<file path="config.mk">
export PLATFORM = sky130hd
export DESIGN_NAME = bdm_core
export DESIGN_NICKNAME = d
export VERILOG_FILES = /design/src/bdm_pkg.sv /design/src/bdm_ram.sv /design/src/bdm_core.sv
export SDC_FILE = /design/constraint.sdc
export NUM_CORES = 2
export LEC_CHECK = 0
export BUFFER_PORTS_ARGS = -buffer_cell sky130_fd_sc_hd__buf_2
export CORE_UTILIZATION = 45
export DETAILED_ROUTE_END_ITERATION = 8
export SLEW_MARGIN = 20
export SYNTH_ARGS = -nofsm -noshare
export SYNTH_HDL_FRONTEND = slang
export SYNTH_HIERARCHICAL = 1
export SYNTH_SLANG_ARGS = --single-unit
</file>
<file path="constraint.sdc">
create_clock -name clk_sys -period 9.98 [get_ports clk_sys]
set_input_delay 1.996 -clock clk_sys [delete_from_list [all_inputs] [get_ports clk_sys]]
set_output_delay 1.996 -clock clk_sys [all_outputs]
set_load 0.01 [all_outputs]
</file>
<file path="src/bdm_pkg.sv">
// package: constants and carrier types for the banked data memory and config block
package bdm_pkg;

    // ==========================================
    // data space
    localparam int ADDR_W = 9;
    localparam int DATA_W = 8;
    localparam int RAM_DEPTH = 512;
    localparam logic [8:0] ADDR_IND_PORT = 9'h000;
    localparam logic [6:0] OFS_IND_PORT = 7'h00;
    localparam logic [6:0] OFS_STATUS = 7'h03;
    localparam logic [6:0] OFS_POINTER = 7'h04;
    localparam logic [6:0] OFS_PCL = 7'h02;
    localparam logic [6:0] OFS_PCLATH = 7'h0a;
    localparam logic [8:0] ADDR_RD_DELAY = 9'h113;
    localparam logic [6:0] SFR_TOP = 7'h1f;

    // ==========================================
    // status register fields
    localparam int ST_IND_BANK = 7;
    localparam int ST_BANK_HI = 6;
    localparam int ST_BANK_LO = 5;
    localparam logic [7:0] STATUS_RST = 8'h00;
    localparam logic [7:0] STATUS_SW_MASK = 8'he0;
    localparam logic [7:0] POINTER_RST = 8'h00;

    // ==========================================
    // read delay control
    localparam logic [1:0] RD_DELAY_RST = 2'h2;
    localparam logic [1:0] RD_DELAY_16NS = 2'h0;
    localparam logic [1:0] RD_DELAY_12NS = 2'h1;
    localparam logic [1:0] RD_DELAY_8NS = 2'h2;
    localparam logic [1:0] RD_DELAY_4NS = 2'h3;

    // ==========================================
    // program memory and configuration word
    localparam int CODE_WORDS = 2048;
    localparam int CFG_AREA_WORDS = 32;
    localparam logic [15:0] CFG_DEFAULT = 16'h0600;
    localparam int CFG_PROTECT = 15;
    localparam int CFG_WDT_HI = 13;
    localparam int CFG_WDT_LO = 12;
    localparam int CFG_LEVEL_HI = 11;
    localparam int CFG_LEVEL_LO = 8;
    localparam int CFG_XRST = 7;
    localparam int CFG_PSC = 5;
    localparam int CFG_POR = 4;
    localparam int CFG_TDET = 3;

    // ==========================================
    // vectors
    localparam logic [10:0] RESET_VECTOR = 11'h000;
    localparam logic [10:0] IRQ_VECTOR = 11'h004;

    typedef enum logic [1:0] {
        BDM_PM_FAST,
        BDM_PM_SLOW,
        BDM_PM_IDLE,
        BDM_PM_STOP
    } bdm_pmode_t;

    typedef enum logic [1:0] {
        BDM_ACC_DIRECT,
        BDM_ACC_EXT,
        BDM_ACC_NONE
    } bdm_acc_t;

    // cpu data access request
    typedef struct packed {
        logic rd;
        logic wr;
        logic ext;
        logic [8:0] addr;
        logic [7:0] wdata;
        logic [7:0] flags;
        logic flags_we;
    } bdm_cpu_req_t;

    // programmer request
    typedef struct packed {
        logic rd;
        logic wr;
        logic erase;
        logic cfg_sel;
        logic [10:0] addr;
        logic [15:0] wdata;
    } bdm_prog_req_t;

    // decoded configuration outputs
    typedef struct packed {
        logic wdt_en;
        logic [3:0] low_voltage_reset_level;
        logic low_voltage_reset_en;
        logic ext_reset_pin_enable;
        logic fast_osc_prescale;
        logic power_on_reset_duty;
        logic transient_detect_off;
    } bdm_cfg_out_t;

endpackage : bdm_pkg

</file>
<file path="src/bdm_ram.sv">
// file holds the general data memory with a registered read port
module bdm_ram (
    input wire logic clk_sys,
    input wire logic we,
    input wire logic [8:0] waddr,
    input wire logic [7:0] wdata,
    input wire logic [8:0] raddr,
    output logic [7:0] rdata
);
    logic [7:0] mem [bdm_pkg::RAM_DEPTH];

    // no reset on storage: contents are undefined until written
    always_ff @(posedge clk_sys)
    begin
        if (we)
        begin
            mem[waddr] <= wdata;
        end
        rdata <= mem[raddr];
    end
endmodule : bdm_ram

</file>
<file path="src/bdm_core.sv">
// file holds the banked data addressing, configuration word and vector logic
module bdm_core (
    input wire logic clk_sys,
    input wire logic srst,
    input wire bdm_pkg::bdm_cpu_req_t cpu_req,
    output logic [7:0] cpu_rdata,
    output logic cpu_rvalid,
    input wire logic irq_take,
    input wire logic [10:0] pc_now,
    output logic push_req,
    output logic [10:0] push_data,
    output logic fetch_load,
    output logic [10:0] fetch_addr,
    input wire bdm_pkg::bdm_prog_req_t prog_req,
    output logic [15:0] prog_rdata,
    output logic prog_rvalid,
    output logic prog_refused,
    output logic [10:0] code_addr,
    output logic [15:0] code_wdata,
    output logic code_we,
    output logic code_erase,
    input wire logic [15:0] code_rdata,
    input wire bdm_pkg::bdm_pmode_t power_mode,
    output bdm_pkg::bdm_cfg_out_t cfg_out,
    output logic [1:0] rom_read_delay,
    output logic [7:0] core_status
);
    // ==========================================
    // state
    typedef struct packed {
        logic [7:0] status;
        logic [7:0] pointer;
        logic [1:0] rd_delay;
        logic [15:0] cfg;
        logic code_blank;
        logic [7:0] rdata;
        logic rvalid;
        logic rd_zero;
        logic rd_ram;
        logic [15:0] prdata;
        logic prvalid;
        logic prd_code;
        logic prefused;
        logic [10:0] caddr;
        logic [15:0] cwdata;
        logic cwe;
        logic cerase;
        logic push;
        logic [10:0] pushd;
        logic fload;
        logic [10:0] faddr;
        bdm_pkg::bdm_cfg_out_t cfgo;
    } bdm_state_t;

    bdm_state_t st_q;
    bdm_state_t st_d;
    logic [8:0] eff_addr;
    logic eff_zero;
    logic ram_we;
    logic [7:0] ram_rdata;

    // mirrored sfr offsets decode the same in every bank
    function automatic logic is_shared(input logic [8:0] a, input logic [6:0] ofs);
        is_shared = (a[6:0] == ofs);
    endfunction : is_shared

    // ==========================================
    // address formation
    always_comb
    begin
        eff_zero = 1'b0;
        if (cpu_req.ext)
        begin
            eff_addr = cpu_req.addr;
        end
        else
        begin
            eff_addr = {st_q.status[bdm_pkg::ST_BANK_HI], st_q.status[bdm_pkg::ST_BANK_LO],
                        cpu_req.addr[6:0]};
        end
        if (is_shared(eff_addr, bdm_pkg::OFS_IND_PORT))
        begin
            eff_addr = {st_q.status[bdm_pkg::ST_IND_BANK], st_q.pointer};
            eff_zero = (st_q.pointer == bdm_pkg::POINTER_RST)
                || is_shared(eff_addr, bdm_pkg::OFS_IND_PORT);
        end
    end

    // general storage only above the special registers; mirrors never reach it
    assign ram_we = cpu_req.wr && !eff_zero && (eff_addr[6:0] > bdm_pkg::SFR_TOP);

    bdm_ram u_ram (
        .clk_sys(clk_sys),
        .we(ram_we),
        .waddr(eff_addr),
        .wdata(cpu_req.wdata),
        .raddr(eff_addr),
        .rdata(ram_rdata)
    );

    // ==========================================
    // next state
    always_comb
    begin
        st_d = st_q;
        st_d.rvalid = cpu_req.rd;
        st_d.rd_zero = 1'b0;
        st_d.rd_ram = 1'b0;
        st_d.prvalid = prog_req.rd;
        st_d.prd_code = 1'b0;
        st_d.prefused = 1'b0;
        st_d.cwe = 1'b0;
        st_d.cerase = 1'b0;
        st_d.push = 1'b0;
        st_d.fload = 1'b0;

        // cpu side flag update comes first so an explicit write wins on bank bits
        if (cpu_req.flags_we)
        begin
            st_d.status = (st_q.status & bdm_pkg::STATUS_SW_MASK)
                | (cpu_req.flags & ~bdm_pkg::STATUS_SW_MASK);
        end
        if (cpu_req.rd)
        begin
            st_d.rd_zero = eff_zero;
            if (is_shared(eff_addr, bdm_pkg::OFS_STATUS))
            begin
                st_d.rdata = st_q.status;
            end
            else if (is_shared(eff_addr, bdm_pkg::OFS_POINTER))
            begin
                st_d.rdata = st_q.pointer;
            end
            else if (eff_addr == bdm_pkg::ADDR_RD_DELAY)
            begin
                st_d.rdata = {6'h00, st_q.rd_delay};
            end
            else if (eff_addr[6:0] > bdm_pkg::SFR_TOP)
            begin
                st_d.rd_ram = 1'b1;
                st_d.rdata = 8'h00;
            end
            else
            begin
                st_d.rdata = 8'h00;
            end
        end
        if (cpu_req.wr && !eff_zero)
        begin
            if (is_shared(eff_addr, bdm_pkg::OFS_STATUS))
            begin
                // flag bits stay with the alu when it also updates them
                st_d.status = cpu_req.flags_we
                    ? {cpu_req.wdata[7:5], st_d.status[4:0]}
                    : {cpu_req.wdata[7:5], st_q.status[4:3], cpu_req.wdata[2:0]};
            end
            else if (is_shared(eff_addr, bdm_pkg::OFS_POINTER))
            begin
                st_d.pointer = cpu_req.wdata;
            end
            else if (eff_addr == bdm_pkg::ADDR_RD_DELAY)
            begin
                st_d.rd_delay = cpu_req.wdata[1:0];
            end
        end

        if (irq_take)
        begin
            st_d.push = 1'b1;
            st_d.pushd = pc_now;
            st_d.fload = 1'b1;
            st_d.faddr = bdm_pkg::IRQ_VECTOR;
        end

        if (prog_req.wr && prog_req.cfg_sel)
        begin
            if (st_q.cfg[bdm_pkg::CFG_PROTECT] && !prog_req.wdata[bdm_pkg::CFG_PROTECT]
                && !st_q.code_blank)
            begin
                st_d.prefused = 1'b1;
            end
            else
            begin
                st_d.cfg = prog_req.wdata;
            end
        end
        else if (prog_req.wr)
        begin
            if (st_q.cfg[bdm_pkg::CFG_PROTECT])
            begin
                st_d.prefused = 1'b1;
            end
            else
            begin
                st_d.cwe = 1'b1;
                st_d.caddr = prog_req.addr;
                st_d.cwdata = prog_req.wdata;
                st_d.code_blank = 1'b0;
            end
        end
        else if (prog_req.erase)
        begin
            st_d.cerase = 1'b1;
            st_d.code_blank = 1'b1;
        end
        if (prog_req.rd)
        begin
            if (prog_req.cfg_sel)
            begin
                st_d.prdata = st_q.cfg;
            end
            else if (st_q.cfg[bdm_pkg::CFG_PROTECT])
            begin
                st_d.prdata = 16'h0000;
                st_d.prefused = 1'b1;
            end
            else
            begin
                st_d.prd_code = 1'b1;
                st_d.caddr = prog_req.addr;
                st_d.prdata = 16'h0000;
            end
        end

        unique case (st_q.cfg[bdm_pkg::CFG_WDT_HI:bdm_pkg::CFG_WDT_LO])
            2'h3: st_d.cfgo.wdt_en = 1'b1;
            2'h2: st_d.cfgo.wdt_en = (power_mode == bdm_pkg::BDM_PM_FAST)
                || (power_mode == bdm_pkg::BDM_PM_SLOW);
            default: st_d.cfgo.wdt_en = 1'b0;
        endcase
        st_d.cfgo.low_voltage_reset_level = st_q.cfg[bdm_pkg::CFG_LEVEL_HI:bdm_pkg::CFG_LEVEL_LO];
        st_d.cfgo.low_voltage_reset_en = (st_d.cfgo.low_voltage_reset_level != 4'h0);
        st_d.cfgo.ext_reset_pin_enable = st_q.cfg[bdm_pkg::CFG_XRST];
        st_d.cfgo.fast_osc_prescale = st_q.cfg[bdm_pkg::CFG_PSC];
        st_d.cfgo.power_on_reset_duty = st_q.cfg[bdm_pkg::CFG_POR];
        st_d.cfgo.transient_detect_off = st_q.cfg[bdm_pkg::CFG_TDET];
    end

    // ==========================================
    // registers
    always_ff @(posedge clk_sys)
    begin
        if (srst)
        begin
            st_q <= '0;
            st_q.status <= bdm_pkg::STATUS_RST;
            st_q.pointer <= bdm_pkg::POINTER_RST;
            st_q.rd_delay <= bdm_pkg::RD_DELAY_RST;
            st_q.fload <= 1'b1;
            st_q.faddr <= bdm_pkg::RESET_VECTOR;
            // non-volatile word is kept across reset
            st_q.cfg <= st_q.cfg;
            st_q.code_blank <= st_q.code_blank;
            st_q.cfgo <= st_q.cfgo;
        end
        else
        begin
            st_q <= st_d;
        end
    end

    // ==========================================
    // outputs; ram and code reads merge here, one cycle after the request
    always_comb
    begin
        cpu_rdata = st_q.rd_zero ? 8'h00 : (st_q.rd_ram ? ram_rdata : st_q.rdata);
        prog_rdata = st_q.prd_code ? code_rdata : st_q.prdata;
    end
    assign cpu_rvalid = st_q.rvalid;
    assign prog_rvalid = st_q.prvalid;
    assign prog_refused = st_q.prefused;
    assign code_addr = st_q.caddr;
    assign code_wdata = st_q.cwdata;
    assign code_we = st_q.cwe;
    assign code_erase = st_q.cerase;
    assign push_req = st_q.push;
    assign push_data = st_q.pushd;
    assign fetch_load = st_q.fload;
    assign fetch_addr = st_q.faddr;
    assign cfg_out = st_q.cfgo;
    assign rom_read_delay = st_q.rd_delay;
    assign core_status = st_q.status;
endmodule : bdm_core

</file>
# ---- Word level (Yosys, flattened, before mapping)
# Memory sizes are Yosys's and may differ from the RTL's. A register that Yosys moved wholly into a read port is not among the register bits.
# Cells that the tools add are included.
dict set report classes {
  n_lt_le_gt_ge 1
  n_eq_ne 8
  muxes 39
  bitwise 10
  n_reduce_logical 26
}
# op n
set ops {}
lappend ops {{$mux W29} 2}
lappend ops {{$mux W8} 7}
lappend ops {{$mux W16} 2}
lappend ops {{$mux W28} 1}
lappend ops {{$mux W12} 2}
lappend ops {{$mux W24} 1}
lappend ops {{$mux W18} 1}
lappend ops {{$mux W9} 2}
lappend ops {{$logic_not A7 Y1} 2}
lappend ops {{$mux W1} 14}
lappend ops {{$mux W11} 1}
lappend ops {{$mux W10} 1}
lappend ops {{$eq A9 B9 Y1 const B} 1}
lappend ops {{$not A1 Y1} 9}
lappend ops {{$reduce_and A3 Y1} 3}
lappend ops {{$reduce_or A3 Y1} 3}
lappend ops {{$logic_not A8 Y1} 1}
lappend ops {{$or A8 B5 Y8} 1}
lappend ops {{$reduce_and A4 Y1} 2}
lappend ops {{$eq A7 B2 Y1 const B} 1}
lappend ops {{$eq A7 B3 Y1 const B} 1}
lappend ops {{$gt A7 B5 Y1 const B} 1}
lappend ops {{$mux W2} 3}
lappend ops {{$logic_and A1 B1 Y1} 5}
lappend ops {{13 further kinds} 17}
dict set report word_totals {
  regBits 118
  mem_bits_rw 4096
  inputBits 92
  elab_cells 114
  mem_count 1
}
# memory words word_bits rd rd_clocked_by_memory_dff write_ports line
set memory_table {}
lappend memory_table {u_ram.mem 512 8 1 1 1 bdm_ram.sv:10} ;# logic [7:0] mem [bdm_pkg::RAM_DEPTH];

# ---- Depth between registers and ports, before layout
dict set report logic_depth {
  ltp_word 8
  depth_mapped 17
  ltp_nobuf 11
}

# ---- Hierarchy
# Netlist, hierarchy kept.
# mod n_inst cells_each area_each_um2 seq_area_each_um2
set modules_own_cells {}
lappend modules_own_cells {bdm_ram 1 8030 159927.1 123158.1}
lappend modules_own_cells {bdm_core 1 570 5366.4 2632.5}

# ---- Least setup slack after synthesis
# Ideal clock, no wire load.
dict set report synth_timing {
  path_kind {input to register}
  from {input cpu_req[17] (netlist bit)}
  to {register u_ram.rdata[5], read port of u_ram.mem}
  setup_ns 0.118
  arrival_time_ns 5.039
  required_ns 9.862
  slack_ns 4.823
  path_stages 13
  n_path_buf 3
  cell_sequence {buf_6 -> or4_4 -> nor2_1 -> o21ai_0 -> or3_1 -> or2_2 -> clkbuf_1 -> buf_2 -> nor3_1 -> nor2_1 -> o311ai_1 -> nor4_1 -> o2111a_1}
}
dict set report synth_between {
  elab_chain_cells 3
}
# element line
set synth_rtl {}
lappend synth_rtl {{start: declaration} bdm_core.sv:5} ;# input wire bdm_pkg::bdm_cpu_req_t cpu_req,
lappend synth_rtl {{$mux W9} bdm_core.sv:72} ;# if (cpu_req.ext)
lappend synth_rtl {{$logic_not A7 Y1} bdm_core.sv:64} ;# is_shared = (a[6:0] == ofs);
lappend synth_rtl {{$mux W9} bdm_core.sv:81} ;# if (is_shared(eff_addr, bdm_pkg::OFS_IND_PORT))
lappend synth_rtl {{net eff_addr[7]} bdm_core.sv:57} ;# logic [8:0] eff_addr;
lappend synth_rtl {{end: declaration} bdm_ram.sv:8} ;# output logic [7:0] rdata
# The timed path passes the listed nets, and every way through them passes these cells.
# A chain may end at the register's enable or synchronous reset.

# ---- Worst setup path after layout
dict set report layout_timing {
  from {input cpu_req[18] (netlist bit)}
  to {register u_ram.rdata[5], read port of u_ram.mem}
}
dict set report layout_between {
  elab_chain_cells 3
}
# element line
set layout_rtl {}
lappend layout_rtl {{$mux W9 *} bdm_core.sv:72}
lappend layout_rtl {{$logic_not A7 Y1} bdm_core.sv:64}
lappend layout_rtl {{$mux W9 *} bdm_core.sv:81}
lappend layout_rtl {{net eff_addr[1]} bdm_core.sv:57}
# The timed path passes the listed nets; every way through them passes the cells marked *.

==> results.py <==
metrics = {
    "outcome": {
        "outcome": "completed",
    },
    "die": {
        "die_x_um": 608,
        "initial_utilization": 0.452,
        "fp.dieH_um": 608,
        "num_io_pins": 192,
        "fp.coreArea_um2": 366000,
        "rows": 222,
        "die-area_um2": 370000,
    },
    "worst_setup_path": {
        "critPathKind": "primary input to flop",
        "path_max_fanout": 41,
        "endpoint": "u_ram/rdata[5]",
        "startpoint": "cpu_req[18]",
        "r2r_cells": 10,
        "start_kind": "primary input",
        "worstSetupEndpointType": "flop",
        "arrival_ns": 7.94,
        "reg2reg_slack_ns": 4.62,
        "cp.required_ns": 10.88,
        "r2r-start": "core_status[6]",
        "reg2reg_to": "u_ram/rdata[7]",
    },
    "place": {
        "gp_congestion": 0.941,
        "placed_area_um2": 171000,
        "hpwl_mm": 252,
        "numPortBuffers": 177,
        "pre_cts_ws_ns": 1.95,
        "place_inst": 13100,
    },
    "global_routing": {
        "grt_max_degree": 179,
        "overflow": 0,
        "grt_pass1_wl_mm": 607,
        "grt_pass1_vias": 84100,
        "antenna_found_initial": 25,
        "grt_use_total": 0.225,
    },
    "final_layout": {
        "final_nets": 8841,
        "drive_above_1_share": 0.182,
        "fillers": 29100,
        "layout_commonest_cell": "edfxtp_1",
        "layout_common_cells": "edfxtp_1, mux2i_1, nor2_1",
        "areaGrowthSynthToFinish_pct": 11.3,
        "final_area_um2": 184000,
        "fin_cells": 13900,
    },
    "sta": {
        "setup_tns_ns": 0,
        "finalSetupViolations": 0,
        "fmax_mhz": 142,
        "worst_pin_slew_ns": 1.24,
        "skew_ns": 0.0300,
        "fin_crit_ns": 7.04,
        "finalHoldViolCount": 0,
        "grt_setup_unrepaired": "no",
        "final-max-slew-violation-count": 0,
        "setup_slack_ns": 2.94,
        "slew_headroom": 0.163,
        "fin_crit_sh": 0.705,
    },
    "clocking": {
        "htreeDepth": 5,
        "cts_resized": 0,
        "clock_path_buffers": 4,
        "cts_buffers": 419,
        "clk-insertion-delay-late_ns": 0.96,
        "cts_tree": "yes",
        "cts.sink_count": 4222,
        "clkTransAtPathRegs_ns": 0.06,
        "cts_setup_buffers": 0,
        "cts_root_buffer": "clkbuf_16",
        "hold_buffers": 0,
    },
    "yosys": {
        "yosys.cell_types.count": 67,
        "synth_edf_count": 4123,
        "yosysTopAreaCell": "edfxtp_1",
        "synth_area_per_cell_um2": 19.2,
        "syn_inst": 8600,
        "synth_top_flop_cell": "edfxtp_1",
        "seq_area_frac_synth": 0.761,
        "yosys_warnings": 6,
        "synth_top_area_frac": 0.749,
        "netlist_top_cells_area": "edfxtp_1, mux4_2, mux2i_1",
        "synthArstFlopShare": 0,
        "synth_area_um2": 165000,
        "ys_ff_latch": 4222,
    },
    "detailed_routing": {
        "vias_per_cell": 6.12,
        "drt_iter0_drc": 9394,
        "dr.pass1.iters": 6,
        "vias": 85200,
        "wl_mm": 425,
        "drt_drc_violations_left": 0,
        "wl_per_cell_um": 30.6,
        "final_antenna_net_count": 0,
    },
    "job": {
        "cap_violations": 0,
    },
    "worst_hold_path": {
        "min_path_type": "flop to flop",
    },
    "power_and_ir_drop": {
        "cellPowerDensity_nw_per_um2": 200,
        "leakage_nw": 58.3,
        "p_total_mw": 36.8,
        "max-vdd-ir-drop_mv": 0.164,
    },
}
## power breakdown
part           total, mW  switching (mW)  leakage (nW)  internal [mW]
Sequential          19.5          0.0446          37.9           19.5
Combinational       1.77            1.22          13.9          0.551
Clock               15.5            6.58          6.57           8.95
## flip-flops by register name (all words and copies together), names as in the netlist, 2 cells and up
signal          flops
cfg_out            10
st_q               44
u_ram/rdata         8
u_ram/mem        4096
code_addr          11
push_data          11
code_wdata         16
st_d                8
core_status         8
rom_read_delay      2
## Yosys cell counts, types with 6 or more instances
library cell	n
nor3_1	113
mux2_2	16
o221ai_1	371
clkbuf_1	289
or2_2	6
a21oi_1	239
nand2_1	185
a21o_1	6
o41ai_1	7
nor3b_1	8
o21ai_0	125
nor2_1	671
a31oi_1	8
edfxtp_1	4123
buf_1	43
buf_4	139
buf_8	11
nor2b_1	23
nand2b_1	8
a22oi_1	64
and2_1	22
inv_1	10
a211oi_1	25
mux2i_1	834
nor4_1	39
o31ai_1	17
nand3_1	40
buf_2	58
o22ai_1	163
mux4_2	654
buf_6	65
o2111a_1	8
or3_1	8
and3_1	7
dfxtp_1	99
nand4_1	36
## critical path: stages
cell      delay (ns)
buf_2           0.18
or4_4           0.57
nor2_1          0.62
a21o_4          0.63
nand2b_4        0.52
buf_4           0.46
o221ai_1        0.42
a21oi_1         0.20
nor4_1          1.00
nand4_1         0.22
nor4_1          0.77
o2111a_1        0.29
## per-layer routing
layer / wire (um) / track usage
met4: 13900 / 0.0678
met3: 36100 / 0.0433
met1: 176000 / 0.319
met2: 200000 / 0.354
met5: 117 / 0
## area by class of cell
| type | instances | area, um^2 | share of cell area |
|---|---|---|---|
| flip-flops and latches | 4222 | 126000 | 0.683 |
| multi-input cells | 3766 | 36200 | 0.197 |
| clock buffers | 513 | 11200 | 0.0606 |
| well taps | 4816 | 6030 | 0.0327 |
| repair buffers | 329 | 2480 | 0.0135 |
| clock inverters | 253 | 2340 | 0.0127 |
| inverters | 11 | 48.8 | 0.000265 |
| diodes | 4 | 10.0 | 0.0000544 |
## per-stage QoR
step           hold WS (ns)  utilization
2_1_floorplan         0.424            -
3_3_place_gp          0.434        0.466
3_5_place_dp          0.439        0.466
4_1_cts               0.454        0.503
5_1_grt               0.460        0.503
6_report              0.447        0.503
## how the worst min path moves through the flow
| stage | start | end | cells after the start |
|---|---|---|---|
| 5_1_grt | st_d[1] | cfg_out[1] | 0 |
| 3_5_place_dp | st_d[1] | cfg_out[1] | 0 |
| 3_3_place_gp | st_d[1] | cfg_out[1] | 0 |
| 2_1_floorplan | st_q[85] | st_q[85] | 2 |
| 4_1_cts | st_d[0] | cfg_out[0] | 0 |
| 6_report | st_d[0] | cfg_out[0] | 0 |
## kinds of logic (layout without fill, tap and decap cells)
kind of cell	after synthesis	after routing	synth area share
DFF	4222	4222	0.761
AOI/OAI and AO/OA	1071	1071	0.0453
other	1	14	0.0000227
buffers and inverters	621	1106	0.0219
and+or+nand+nor	1181	1181	0.0310
muxes	1504	1504	0.141
No activity file was read; power rests on OpenSTA's default activity.
